**config.mk**
```make
export PLATFORM = sky130hd
export DESIGN_NAME = oag_addr_gen
export DESIGN_NICKNAME = d
export VERILOG_FILES = /design/src/oag_pkg.sv /design/src/oag_sum_if.sv /design/src/oag_adder.sv /design/src/oag_addr_gen.sv
export SDC_FILE = /design/constraint.sdc
export NUM_CORES = 1
export LEC_CHECK = 0
export BUFFER_PORTS_ARGS = -buffer_cell sky130_fd_sc_hd__clkbuf_2
export CAP_MARGIN = 25
export CORE_MARGIN = 3
export CORE_UTILIZATION = 61
export DETAILED_ROUTE_END_ITERATION = 10
export PLACE_DENSITY = 0.88
export SLEW_MARGIN = 30
export SYNTH_ARGS = -nofsm -noshare
export SYNTH_HDL_FRONTEND = slang
export SYNTH_SLANG_ARGS = --single-unit
```
**constraint.sdc**
```tcl
create_clock -name clk_sys -period 6.2 [get_ports clk_sys]
set_clock_uncertainty 0.1 [all_clocks]
set_input_delay 0.62 -clock clk_sys [delete_from_list [all_inputs] [get_ports clk_sys]]
set_output_delay 0.62 -clock clk_sys [all_outputs]
set_load 0.03 [all_outputs]
```
**src/oag_pkg.sv**
```systemverilog
// Shared constants and decode helpers for the operand address generator
package oag_pkg;

  // Addressing mode codes presented with each request
  localparam int MODE_W = 5;
  localparam logic [4:0] MODE_INH = 5'h00;
  localparam logic [4:0] MODE_IMM = 5'h01;
  localparam logic [4:0] MODE_DIR_S = 5'h02;
  localparam logic [4:0] MODE_DIR_L = 5'h03;
  localparam logic [4:0] MODE_IDX_N = 5'h04;
  localparam logic [4:0] MODE_IDX_S = 5'h05;
  localparam logic [4:0] MODE_IDX_L = 5'h06;
  localparam logic [4:0] MODE_IND_S = 5'h07;
  localparam logic [4:0] MODE_IND_L = 5'h08;
  localparam logic [4:0] MODE_IIX_S = 5'h09;
  localparam logic [4:0] MODE_IIX_L = 5'h0A;
  localparam logic [4:0] MODE_REL_D = 5'h0B;
  localparam logic [4:0] MODE_REL_I = 5'h0C;
  localparam logic [4:0] MODE_BIT_D = 5'h0D;
  localparam logic [4:0] MODE_BIT_I = 5'h0E;
  localparam logic [4:0] MODE_BIT_DR = 5'h0F;
  localparam logic [4:0] MODE_BIT_IR = 5'h10;
  localparam logic [4:0] MODE_COUNT = 5'h11;

  // Instruction length in bytes, opcode included
  localparam int LEN_W = 3;
  localparam logic [2:0] LEN_ONE = 3'h1;
  localparam logic [2:0] LEN_TWO = 3'h2;
  localparam logic [2:0] LEN_THREE = 3'h3;
  localparam logic [2:0] LEN_FOUR = 3'h4;

  // Adder operation kinds
  localparam logic [1:0] SUM_FULL = 2'h0;
  localparam logic [1:0] SUM_SHORT = 2'h1;
  localparam logic [1:0] SUM_REL = 2'h2;

  // Address constants
  localparam logic [7:0] PAGE0_HI = 8'h00;
  localparam logic [7:0] BYTE_ZERO = 8'h00;
  localparam logic [7:0] PTR_STEP = 8'h01;
  localparam logic [15:0] ADDR_ZERO = 16'h0000;
  localparam logic [15:0] SHORT_SUM_MAX = 16'h01FE;
  localparam logic [15:0] PAGE0_MAX = 16'h00FF;

  typedef enum logic [3:0] {
    ST_IDLE = 4'h1,
    ST_FETCH_A = 4'h2,
    ST_FETCH_B = 4'h4,
    ST_CALC = 4'h8
  } oag_state_e;

  function automatic logic [2:0] oag_mode_len(input logic [4:0] mode,
                                              input logic use_y);
    case (mode)
      MODE_INH: oag_mode_len = LEN_ONE;
      MODE_IDX_N: oag_mode_len = use_y ? LEN_TWO : LEN_ONE;
      MODE_IMM, MODE_DIR_S, MODE_IDX_S, MODE_REL_D, MODE_BIT_D:
        oag_mode_len = LEN_TWO;
      MODE_BIT_IR: oag_mode_len = LEN_FOUR;
      MODE_COUNT: oag_mode_len = LEN_ONE;
      default: oag_mode_len = (mode > MODE_COUNT) ? LEN_ONE : LEN_THREE;
    endcase
  endfunction

  function automatic logic oag_needs_ptr(input logic [4:0] mode);
    oag_needs_ptr = (mode == MODE_IND_S) || (mode == MODE_IND_L) ||
                    (mode == MODE_IIX_S) || (mode == MODE_IIX_L) ||
                    (mode == MODE_REL_I) || (mode == MODE_BIT_I) ||
                    (mode == MODE_BIT_IR);
  endfunction

  function automatic logic oag_word_ptr(input logic [4:0] mode);
    oag_word_ptr = (mode == MODE_IND_L) || (mode == MODE_IIX_L);
  endfunction

  // Forms a read-modify-write instruction may use
  function automatic logic oag_short_form(input logic [4:0] mode);
    oag_short_form = (mode == MODE_INH) || (mode == MODE_DIR_S) ||
                     (mode == MODE_IDX_N) || (mode == MODE_IDX_S) ||
                     (mode == MODE_IND_S) || (mode == MODE_IIX_S) ||
                     (mode == MODE_BIT_D) || (mode == MODE_BIT_I) ||
                     (mode == MODE_BIT_DR) || (mode == MODE_BIT_IR);
  endfunction

endpackage

```
**src/oag_sum_if.sv**
```systemverilog
// Operand bundle between the sequencer and the address adder
`timescale 1ns/10ps
interface oag_sum_if;
  logic [15:0] base;
  logic [7:0] addend;
  logic [1:0] kind;
  logic [15:0] result;

  modport req (output base, output addend, output kind, input result);
  modport calc (input base, input addend, input kind, output result);
endinterface

```
**src/oag_adder.sv**
```systemverilog
// Address adder: page-zero short sums, full sums and relative targets
`timescale 1ns/10ps
module oag_adder (
  // Operands and result
  oag_sum_if.calc sum
);

  wire [8:0] short_sum;
  wire [15:0] full_sum;
  wire [15:0] rel_sum;

  // Carry out of bit 7 kept as address bit 8 (see [RQ18])
  assign short_sum = {1'b0, sum.base[7:0]} + {1'b0, sum.addend};
  // Unsigned index plus offset (see [RQ7])
  assign full_sum = sum.base + {oag_pkg::BYTE_ZERO, sum.addend};
  // Signed byte offset around the next-instruction address (see [RQ15])
  assign rel_sum = sum.base + {{8{sum.addend[7]}}, sum.addend};

  assign sum.result = (sum.kind == oag_pkg::SUM_SHORT) ?
                      {7'h00, short_sum} :
                      (sum.kind == oag_pkg::SUM_REL) ? rel_sum : full_sum;

endmodule

```
**src/oag_addr_gen.sv**
```systemverilog
// Operand address generator and instruction length decoder
`timescale 1ns/10ps
//
// Contract
// [RQ1] Seventeen addressing modes in seven groups are decoded.
// [RQ2] Inherent instructions are one byte, opcode only.
// [RQ3] Immediate instructions are two bytes, no memory access.
// [RQ4] Immediate operand is the byte right after the opcode.
// [RQ5] Short direct uses the following byte as address, 00 to FF.
// [RQ6] Long direct uses two following bytes as a full 16-bit address.
// [RQ7] Indexed address is unsigned sum of X or Y and the offset.
// [RQ8] No-offset indexed: no extra byte with X, one with Y; range 00-FF.
// [RQ9] Short indexed: byte offset plus index, range 00 to 1FE.
// [RQ10] Long indexed: word offset plus index, full 64K range.
// [RQ11] Indirect: page-zero pointer address follows; word pointer reaches 64K.
// [RQ12] Short indirect reads a byte pointer, operand within 00 to FF.
// [RQ13] Indirect indexed: fetched pointer plus index, unsigned.
// [RQ14] Short indirect indexed gives addresses from 00 to 1FE.
// [RQ15] Relative target is next-instruction PC plus signed byte offset.
// [RQ16] Short forms stay in page zero and are shorter than long ones; here short indexed reaches 1FE and indirect is 3 bytes in both forms.
// [RQ17] Read-modify-write instructions accept only short forms.
// [RQ18] Short sums keep bit-7 carry as bit 8, upper bits zero.
module oag_addr_gen (
  // Clock and reset
  input wire logic clk_sys,
  input wire logic nrst,
  // Request from the decode stage
  input wire logic req_valid,
  output logic req_ready,
  input wire logic [4:0] req_mode,
  input wire logic req_use_y,
  input wire logic req_rmw,
  input wire logic [15:0] req_pc,
  input wire logic [7:0] req_x,
  input wire logic [7:0] req_y,
  input wire logic [7:0] req_byte1,
  input wire logic [7:0] req_byte2,
  // Page-zero pointer fetch
  output logic mem_rd,
  output logic [15:0] mem_addr,
  input wire logic mem_ready,
  input wire logic [7:0] mem_rdata,
  // Result
  output logic done,
  output logic [15:0] ea,
  output logic [15:0] target,
  output logic [7:0] imm_data,
  output logic [2:0] inst_len,
  output logic illegal
);

  oag_pkg::oag_state_e state_reg, state_next;
  logic [4:0] mode_reg;
  logic use_y_reg, rmw_reg, bad_reg;
  logic [15:0] pc_reg;
  logic [7:0] x_reg, y_reg, b1_reg, b2_reg;
  logic [7:0] ptr_hi_reg, ptr_lo_reg;
  logic done_reg;
  logic [15:0] ea_reg, target_reg;
  logic [7:0] imm_reg;
  logic [2:0] len_reg;
  logic illegal_reg;

  wire req_fire;
  wire req_bad;
  wire req_ptr;
  wire st_idle, st_a, st_b, st_calc;
  wire [7:0] idx_val;
  wire [15:0] ptr_word;
  wire [15:0] pc_step;
  wire is_rel, is_short_sum, is_full_sum;
  wire [15:0] ea_next, target_next;
  wire [7:0] imm_next;
  wire [2:0] len_next;

  oag_sum_if sum_bus ();

  oag_adder u_adder (
    .sum(sum_bus)
  );

  assign st_idle = state_reg == oag_pkg::ST_IDLE;
  assign st_a = state_reg == oag_pkg::ST_FETCH_A;
  assign st_b = state_reg == oag_pkg::ST_FETCH_B;
  assign st_calc = state_reg == oag_pkg::ST_CALC;

  assign req_ready = st_idle;
  assign req_fire = req_valid && st_idle;
  // Unknown codes and long forms on read-modify-write are refused
  assign req_bad = (req_mode >= oag_pkg::MODE_COUNT) ||
                   (req_rmw && !oag_pkg::oag_short_form(req_mode)); // see [RQ17]
  assign req_ptr = oag_pkg::oag_needs_ptr(req_mode) && !req_bad; // see [RQ11]

  // Pointer always sits in page zero; second byte wraps there too
  assign mem_rd = st_a || st_b; // see [RQ11]
  assign pc_step = {oag_pkg::PAGE0_HI, b1_reg + oag_pkg::PTR_STEP};
  assign mem_addr = st_b ? pc_step : {oag_pkg::PAGE0_HI, b1_reg};

  always_comb
  begin
    state_next = state_reg;
    unique case (state_reg)
      oag_pkg::ST_IDLE:
      begin
        if (req_fire)
          state_next = req_ptr ? oag_pkg::ST_FETCH_A : oag_pkg::ST_CALC;
      end
      oag_pkg::ST_FETCH_A:
      begin
        if (mem_ready)
          state_next = oag_pkg::oag_word_ptr(mode_reg) ?
                       oag_pkg::ST_FETCH_B : oag_pkg::ST_CALC;
      end
      oag_pkg::ST_FETCH_B:
      begin
        if (mem_ready)
          state_next = oag_pkg::ST_CALC;
      end
      oag_pkg::ST_CALC:
        state_next = oag_pkg::ST_IDLE;
      default:
        state_next = oag_pkg::ST_IDLE;
    endcase
  end

  always_ff @(posedge clk_sys or negedge nrst)
  begin
    if (!nrst)
      state_reg <= oag_pkg::ST_IDLE;
    else
      state_reg <= state_next;
  end

  // Capture of the request fields
  always_ff @(posedge clk_sys or negedge nrst)
  begin
    if (!nrst)
    begin
      mode_reg <= oag_pkg::MODE_INH;
      use_y_reg <= 1'b0;
      rmw_reg <= 1'b0;
      bad_reg <= 1'b0;
      pc_reg <= oag_pkg::ADDR_ZERO;
      x_reg <= oag_pkg::BYTE_ZERO;
      y_reg <= oag_pkg::BYTE_ZERO;
      b1_reg <= oag_pkg::BYTE_ZERO;
      b2_reg <= oag_pkg::BYTE_ZERO;
    end
    else if (req_fire)
    begin
      mode_reg <= req_mode;
      use_y_reg <= req_use_y;
      rmw_reg <= req_rmw;
      bad_reg <= req_bad;
      pc_reg <= req_pc;
      x_reg <= req_x;
      y_reg <= req_y;
      b1_reg <= req_byte1;
      b2_reg <= req_byte2;
    end
  end

  // Pointer bytes, high byte first for a word pointer
  always_ff @(posedge clk_sys or negedge nrst)
  begin
    if (!nrst)
    begin
      ptr_hi_reg <= oag_pkg::BYTE_ZERO;
      ptr_lo_reg <= oag_pkg::BYTE_ZERO;
    end
    else
    begin
      if (st_a && mem_ready)
        ptr_hi_reg <= mem_rdata; // see [RQ11]
      if (st_b && mem_ready)
        ptr_lo_reg <= mem_rdata;
    end
  end

  // Operand selection for the adder
  assign idx_val = use_y_reg ? y_reg : x_reg; // see [RQ7]
  assign ptr_word = {ptr_hi_reg, ptr_lo_reg};
  assign is_rel = (mode_reg == oag_pkg::MODE_REL_D) ||
                  (mode_reg == oag_pkg::MODE_REL_I) ||
                  (mode_reg == oag_pkg::MODE_BIT_DR) ||
                  (mode_reg == oag_pkg::MODE_BIT_IR);
  assign is_short_sum = (mode_reg == oag_pkg::MODE_IDX_N) ||
                        (mode_reg == oag_pkg::MODE_IDX_S) ||
                        (mode_reg == oag_pkg::MODE_IIX_S); // see [RQ18]
  assign is_full_sum = (mode_reg == oag_pkg::MODE_IDX_L) ||
                       (mode_reg == oag_pkg::MODE_IIX_L);

  assign sum_bus.kind = is_rel ? oag_pkg::SUM_REL :
                        is_short_sum ? oag_pkg::SUM_SHORT :
                        oag_pkg::SUM_FULL;
  assign sum_bus.base =
    (mode_reg == oag_pkg::MODE_IDX_N) ? {oag_pkg::PAGE0_HI, idx_val} :
    (mode_reg == oag_pkg::MODE_IDX_S) ? {oag_pkg::PAGE0_HI, idx_val} :
    (mode_reg == oag_pkg::MODE_IDX_L) ? {b1_reg, b2_reg} : // see [RQ10]
    (mode_reg == oag_pkg::MODE_IIX_S) ? {oag_pkg::PAGE0_HI, ptr_hi_reg} :
    (mode_reg == oag_pkg::MODE_IIX_L) ? ptr_word : // see [RQ13]
    is_rel ? pc_reg : oag_pkg::ADDR_ZERO; // see [RQ15]
  assign sum_bus.addend =
    (mode_reg == oag_pkg::MODE_IDX_S) ? b1_reg : // see [RQ9]
    is_full_sum ? idx_val :
    (mode_reg == oag_pkg::MODE_IIX_S) ? idx_val : // see [RQ14]
    (mode_reg == oag_pkg::MODE_REL_D) ? b1_reg :
    (mode_reg == oag_pkg::MODE_REL_I) ? ptr_hi_reg :
    (mode_reg == oag_pkg::MODE_BIT_DR) ? b2_reg :
    (mode_reg == oag_pkg::MODE_BIT_IR) ? b2_reg : oag_pkg::BYTE_ZERO;

  // Effective address for each group of modes
  assign ea_next =
    bad_reg ? oag_pkg::ADDR_ZERO :
    (is_short_sum || is_full_sum) ? sum_bus.result : // see [RQ8]
    (mode_reg == oag_pkg::MODE_DIR_S) ?
      {oag_pkg::PAGE0_HI, b1_reg} : // see [RQ5]
    (mode_reg == oag_pkg::MODE_BIT_D) ? {oag_pkg::PAGE0_HI, b1_reg} :
    (mode_reg == oag_pkg::MODE_BIT_DR) ? {oag_pkg::PAGE0_HI, b1_reg} :
    (mode_reg == oag_pkg::MODE_DIR_L) ? {b1_reg, b2_reg} : // see [RQ6]
    (mode_reg == oag_pkg::MODE_IND_S) ?
      {oag_pkg::PAGE0_HI, ptr_hi_reg} : // see [RQ12]
    (mode_reg == oag_pkg::MODE_BIT_I) ? {oag_pkg::PAGE0_HI, ptr_hi_reg} :
    (mode_reg == oag_pkg::MODE_BIT_IR) ? {oag_pkg::PAGE0_HI, ptr_hi_reg} :
    (mode_reg == oag_pkg::MODE_IND_L) ? ptr_word : // see [RQ11]
    oag_pkg::ADDR_ZERO; // see [RQ16]
  assign target_next = (is_rel && !bad_reg) ? sum_bus.result : pc_reg;
  assign imm_next = (mode_reg == oag_pkg::MODE_IMM) ? b1_reg : // see [RQ3]
                    oag_pkg::BYTE_ZERO; // see [RQ4]
  assign len_next = oag_pkg::oag_mode_len(mode_reg, use_y_reg); // see [RQ1]

  always_ff @(posedge clk_sys or negedge nrst)
  begin
    if (!nrst)
      done_reg <= 1'b0;
    else
      done_reg <= st_calc;
  end

  always_ff @(posedge clk_sys or negedge nrst)
  begin
    if (!nrst)
    begin
      ea_reg <= oag_pkg::ADDR_ZERO;
      target_reg <= oag_pkg::ADDR_ZERO;
      imm_reg <= oag_pkg::BYTE_ZERO;
      len_reg <= oag_pkg::LEN_ONE;
      illegal_reg <= 1'b0;
    end
    else if (st_calc)
    begin
      ea_reg <= ea_next;
      target_reg <= target_next;
      imm_reg <= imm_next;
      len_reg <= len_next; // see [RQ2]
      illegal_reg <= bad_reg;
    end
  end

  assign done = done_reg;
  assign ea = ea_reg;
  assign target = target_reg;
  assign imm_data = imm_reg;
  assign inst_len = len_reg;
  assign illegal = illegal_reg;
endmodule

```
== Word-level counts from Yosys, hierarchy flattened ==
Index checks and enable logic that the tools add are counted.
Word-level totals
  bits of input ports: 67
  logic and storage cells: 140
  register bits after elaboration: 120
  output and inout port bits: 63
Operators by class
  $lt $le $gt $ge: 2
  add/subtract/negate cells: 4
  reductions and logical operators: 39
  mux-type cells: 40
  equality and inequality tests: 38
Operators by type and width (number)
  $mux W16: 19
  $mux W8: 10
  $eq A5 B4 Y1 const B: 15
  $eq A5 B3 Y1 const B: 7
  $logic_or A1 B1 Y1: 25
  $mux W4: 5
  $add A16 B16 Y16: 1
  $add A16 B8 Y16: 1
  $eq A5 B2 Y1 const B: 3
  $eq A5 B5 Y1 const B: 3
  $pmux W3 S4: 1
  $pmux W4 S3: 1
  $logic_not A5 Y1: 2
  $add A8 B8 Y9: 1
  $add A8 B1 Y8 const B: 1
  $logic_and A1 B1 Y1: 6
  $mux W2: 3
  $ne A2 B2 Y1 const B: 3
  $eq A5 B1 Y1 const B: 1
  $ge A5 B5 Y1 const B: 1
  $gt A5 B5 Y1 const B: 1
  $reduce_or A5 Y1: 1
  $eq A4 B1 Y1 const B: 1
  $eq A4 B2 Y1 const B: 1
  other kinds (8): 10

== Logic depth before layout (Yosys ltp) ==
  depth after elaboration: 18
  depth in mapped cells: 21
  depth with buffers taken out: 17

== Cells and area by module ==
Synthesis repeated with hierarchy kept, for this count alone.
Unflattened totals
  cells, all modules: 785
  area, all modules: 7731.2 µm²
Modules (own cells, without submodules)
  oag_addr_gen: sequential area each 3005.4 µm², times used 1, cells each 677, area an instance 6936.7 µm²
  oag_adder: sequential area each 0.0 µm², times used 1, cells each 108, area an instance 794.5 µm²

== Least setup slack after synthesis ==
OpenSTA, ideal clock, no wires.
  path type: register to register
  from: reg mode_reg[3]
  to: reg ea_reg[14], in the netlist ea[14]
  library setup time: 0.077 ns
  buffers on the path: 4
  clock period less this slack: 4.000 ns
  data required time: 6.023 ns
  stages on the path, launching flop included: 17
  setup slack: 2.200 ns
  data arrival time: 3.823 ns
  path through: dfrtp_1 -> clkbuf_1 -> clkbuf_1 -> nor2_1 -> nand3_1 -> o21ai_0 -> clkbuf_1 -> clkbuf_1 -> and2_1 -> ha_1 -> a21o_1 -> a21o_1 -> or4b_2 -> o21ai_0 -> xnor2_1 -> nand2_1 -> a21oi_1
On the way
  word-level cells in the longest chain between the ends: 15
  elaborated cells between the ends (all ways): 53
  those cells by class: add/sub: 2; eq/ne: 17; mux: 27; reduce/logical: 7
Ends and longest elaborated chain
  start, declared: line oag_addr_gen.sv:53  | logic [4:0] mode_reg;
  start signal, assigned: line oag_addr_gen.sv:139  | mode_reg <= oag_pkg::MODE_INH;
  start signal, assigned: line oag_addr_gen.sv:151  | mode_reg <= req_mode;
  $eq A5 B4 Y1 (on tied branches)
  $logic_or A1 B1 Y1: line oag_addr_gen.sv:183  | assign is_rel = (mode_reg == oag_pkg::MODE_REL_D) ||
  $logic_or A1 B1 Y1: line oag_addr_gen.sv:184  | (mode_reg == oag_pkg::MODE_REL_I) ||
  $logic_or A1 B1 Y1: line oag_addr_gen.sv:185  | (mode_reg == oag_pkg::MODE_BIT_DR) ||
  $mux W16: line oag_addr_gen.sv:202  | is_rel ? pc_reg : oag_pkg::ADDR_ZERO;
  $mux W16: line oag_addr_gen.sv:201  | (mode_reg == oag_pkg::MODE_IIX_L) ? ptr_word :
  $mux W16: line oag_addr_gen.sv:200  | (mode_reg == oag_pkg::MODE_IIX_S) ? {oag_pkg::PAGE0_HI, ptr_hi_reg} :
  $mux W16: line oag_addr_gen.sv:199  | (mode_reg == oag_pkg::MODE_IDX_L) ? {b1_reg, b2_reg} :
  $mux W16: line oag_addr_gen.sv:198  | (mode_reg == oag_pkg::MODE_IDX_S) ? {oag_pkg::PAGE0_HI, idx_val} :
  $mux W16: line oag_addr_gen.sv:197  | (mode_reg == oag_pkg::MODE_IDX_N) ? {oag_pkg::PAGE0_HI, idx_val} :
  $add A16 B8 Y16 / $add A16 B16 Y16 (equally long branches): line oag_adder.sv:15, oag_adder.sv:17
  $mux W16: line oag_adder.sv:21  | (sum.kind == oag_pkg::SUM_REL) ? rel_sum : full_sum;
  $mux W16: line oag_adder.sv:19  | assign sum.result = (sum.kind == oag_pkg::SUM_SHORT) ?
  $mux W16 (*): line oag_addr_gen.sv:215  | (is_short_sum || is_full_sum) ? sum_bus.result :
  $mux W16 (*): line oag_addr_gen.sv:214  | bad_reg ? oag_pkg::ADDR_ZERO :
  end signal, assigned: line oag_addr_gen.sv:244  | ea_reg <= oag_pkg::ADDR_ZERO;
  end signal, assigned: line oag_addr_gen.sv:252  | ea_reg <= ea_next;
  end, declared: line oag_addr_gen.sv:59  | logic [15:0] ea_reg, target_reg;
Mark *: on every way between the ends. The rest lies on a longest branch, timed or not.
A chain may end at the register's enable or synchronous reset.

== Worst setup path after layout ==
  from: reg mode_reg[0]
  to: reg ea_reg[14], in the netlist ea[14]
The elaborated chain is that of the path after synthesis.

==> flow_metrics.py <==
metrics = {
    "status": {
        "status": "finished, violations left",
        "violations": "design-rule violations",
    },
    "power": {
        "p_total_w": 0.00447,
        "p_per_area_nw_per_um2": 553,
        "ir_drop_uv": 396,
        "p_leak_nw": 3.88,
    },
    "global_route": {
        "grt-ovfl-total": 0,
        "antenna_found_initial": 0,
        "grt_pass1_wl_mm": 32.6,
        "grt_usage_pct": 33.3,
        "grt_max_degree": 67,
        "grt_pass1_vias": 6123,
    },
    "critical_path": {
        "arrival_ps": 4900,
        "path_common_cell": "a21o_1",
        "cpLargestDelayFamily": "simple AND/OR/NAND/NOR gates",
        "cp-start-kind": "flop",
        "max_stage_delay_ps": 630,
        "rrSetupSlack_ps": 1540,
        "critPathCaptureType": "flop",
        "cp_num_buf_inv": 0,
        "path_cells": "or2_1 -> nor2_4 -> nor2_1 -> o31ai_2 -> and2_1 -> ha_1 -> a21o_1 -> a21o_1 -> or4b_2 -> o21ai_0 -> xnor2_1 -> nand2_1 -> a21oi_1",
        "cp_max_fo": 19,
        "cp_slowest_cell": "or4b_2",
        "critPathRequiredTime_ps": 6440,
        "path_class": "reg2reg",
    },
    "cts": {
        "post_cts_buffers": 0,
        "tritoncts": "done",
        "cts_root_buf": "clkbuf_16",
        "max-clock-path-buffers": 2,
        "insertion_delay_ps": 420,
        "cts-htree-levels": 4,
        "postCtsResizedCells": 0,
        "numCtsBuffers": 17,
        "clkTransAtPathRegs_ps": 60,
        "cts_sinks": 120,
        "cts_hold_buf": 0,
    },
    "layout": {
        "area_delta_synth_final_pct": 17.4,
        "fillers": 791,
        "drive_gt1_share_pct": 31.5,
        "n_antenna_cell": 0,
        "nets": 868,
    },
    "sta": {
        "worst_pin_slew_ps": 958,
        "finalSetupViolCount": 0,
        "clock.fmax_mhz": 215,
        "period_share_pct": 75.1,
        "final-hold-violation-count": 0,
        "drv_slew": 0,
        "slew_headroom_pct": 35.7,
        "fin_crit_ps": 4660,
        "fin_setup_tns_ps": 0,
        "rsz0062_at_grt": "no",
    },
    "die": {
        "rows": 38,
        "core_sq_um": 10900,
        "fp.dieH_microns": 112,
        "io_pins": 130,
        "die_x_microns": 112,
        "initial_core_util_pct": 62.9,
        "dieArea_sq_um": 12600,
    },
    "drt": {
        "drtIter0Drc": 984,
        "antenna_left": 0,
        "wl_mm": 20.7,
        "viasPerCell": 6.61,
        "drcViolationCount": 9,
        "vias": 6196,
        "drt-pass1-iter-count": 11,
        "wl_per_cell_microns": 22.1,
    },
    "synthesis": {
        "synth.yosys.warnings": 0,
        "synth_edf_count": 0,
        "syn_area_sq_um": 6880,
        "yosysMostFrequentCell": "dfrtp_1",
        "syn_inst": 684,
        "synth_top_area_share_pct": 42.9,
        "synthArstFlopShare_pct": 100,
        "synthFlopType": "dfrtp_1",
        "synth_seq_cells": 120,
        "synthTopCellsByArea": "dfrtp_1, mux2_2, nand2_1",
        "ys_seq_area_share_pct": 43.7,
        "synth_top_cell_by_area": "dfrtp_1",
        "synth_top_cells_by_count": "dfrtp_1, nand2_1, mux2_2",
        "ys_types": 67,
        "synth_area_per_cell_sq_um": 10.1,
    },
    "place": {
        "port_buffers": 121,
        "dp_hpwl_mm": 14.9,
        "place.gp.congestion": 1.01,
    },
    "job": {
        "cap_violations": 0,
    },
    "worst_hold_path": {
        "worst_hold_path_type": "in2async",
    },
}
==> metal layers <==
metal	vias to the layer above	part of all wire [%]	global-route usage, %
met5	-	0	0
met4	0	4.2	14.1
met3	85	9.4	7.98
met2	390	48	54.9
met1	2991	39	42.1
li1	2730	-	-
==> through the flow <==
stage	hold slack, ps	instances	area, sq um	worst slack [ps]	utilization [%]
after floorplan	224	691	6910	2200	-
after global placement	361	905	7520	1900	68.7
after detailed placement	369	905	7520	1720	68.8
after CTS	151	937	8070	1690	73.8
after global routing	170	937	8080	1360	73.9
final	138	937	8080	1540	73.9
==> worst register-to-register path, delay by kind of cell (launching register included) <==
family,cells,cell delay (ps)
fa+ha+maj,1,340
flops,1,550
compound gates,5,1290
xor+xnor,1,160
simple gates,6,2150
==> area by class of cell <==
cell class	count	area (sq um)	area share, %
clock inverters	13	96.3	1.19
flip-flops and latches	120	3010	37.2
inverters	14	52.6	0.651
repair buffers	130	676	8.37
multi-input cells	501	3620	44.8
well taps	140	175	2.17
clock buffers	19	453	5.61
==> layout by cell type, fill, tap and decap left out, types with 3 or more instances in the layout <==
cell type / synthesis / final
o21ai_0: 22 / 21
clkbuf_2: 1 / 120
a211oi_1: 5 / 5
a21oi_1: 41 / 41
a31oi_1: 12 / 12
o22ai_1: 3 / 3
a22oi_1: 8 / 8
o21a_1: 5 / 5
nand3b_1: 3 / 3
clkbuf_16: 0 / 17
nand3_1: 19 / 19
ha_1: 16 / 16
xor2_1: 8 / 8
nor2b_1: 5 / 5
clkinv_2: 0 / 3
nor3_1: 12 / 10
a222oi_1: 28 / 28
inv_6: 0 / 3
buf_4: 9 / 10
xnor2_1: 16 / 16
a221oi_1: 7 / 7
inv_1: 14 / 14
nor2_1: 31 / 31
conb_1: 1 / 8
clkinvlp_4: 0 / 5
a21o_1: 11 / 11
and3_1: 3 / 3
mux2_2: 71 / 71
nand2b_1: 9 / 9
a22o_1: 16 / 16
o22a_1: 4 / 4
mux2i_1: 12 / 12
nand2_1: 84 / 83
dfrtp_1: 118 / 118
nand4_1: 4 / 4
==> kinds of logic (layout without fill, tap and decap cells) <==
group / count (synthesis) / count (layout) / share of synthesized area (%)
and+or+nand+nor: 191 / 191 / 13.2
AOI/OAI and AO/OA: 178 / 178 / 18.9
DFF: 120 / 120 / 43.7
muxes: 83 / 83 / 13.4
buffers and inverters: 70 / 176 / 4.47
xor gates and xnor gates: 24 / 24 / 3.06
adders and majority gates: 17 / 17 / 3.20
other: 1 / 8 / 0.0545
==> power breakdown <==
part	leakage (nW)	internal, W	switching, W	total, W
combinational	2.13	0.000774	0.00125	0.00202
clock	0.258	0.000532	0.000367	0.000899
sequential	1.50	0.00109	0.000455	0.00155
total	3.88	0.00240	0.00207	0.00447
==> final timing paths <==
check	depth (start not counted)	start	end
min	1	nrst	inst_len[1]
max in group asynchronous	2	nrst	y_reg[3]
max reg2reg	13	mode_reg[0]	ea[14]
min in group clk_sys	2	req_valid	state_reg[0]
max	13	mode_reg[0]	ea[14]
min reg2reg	2	target[2]	target[2]
No activity file was read; power rests on OpenSTA's default activity.
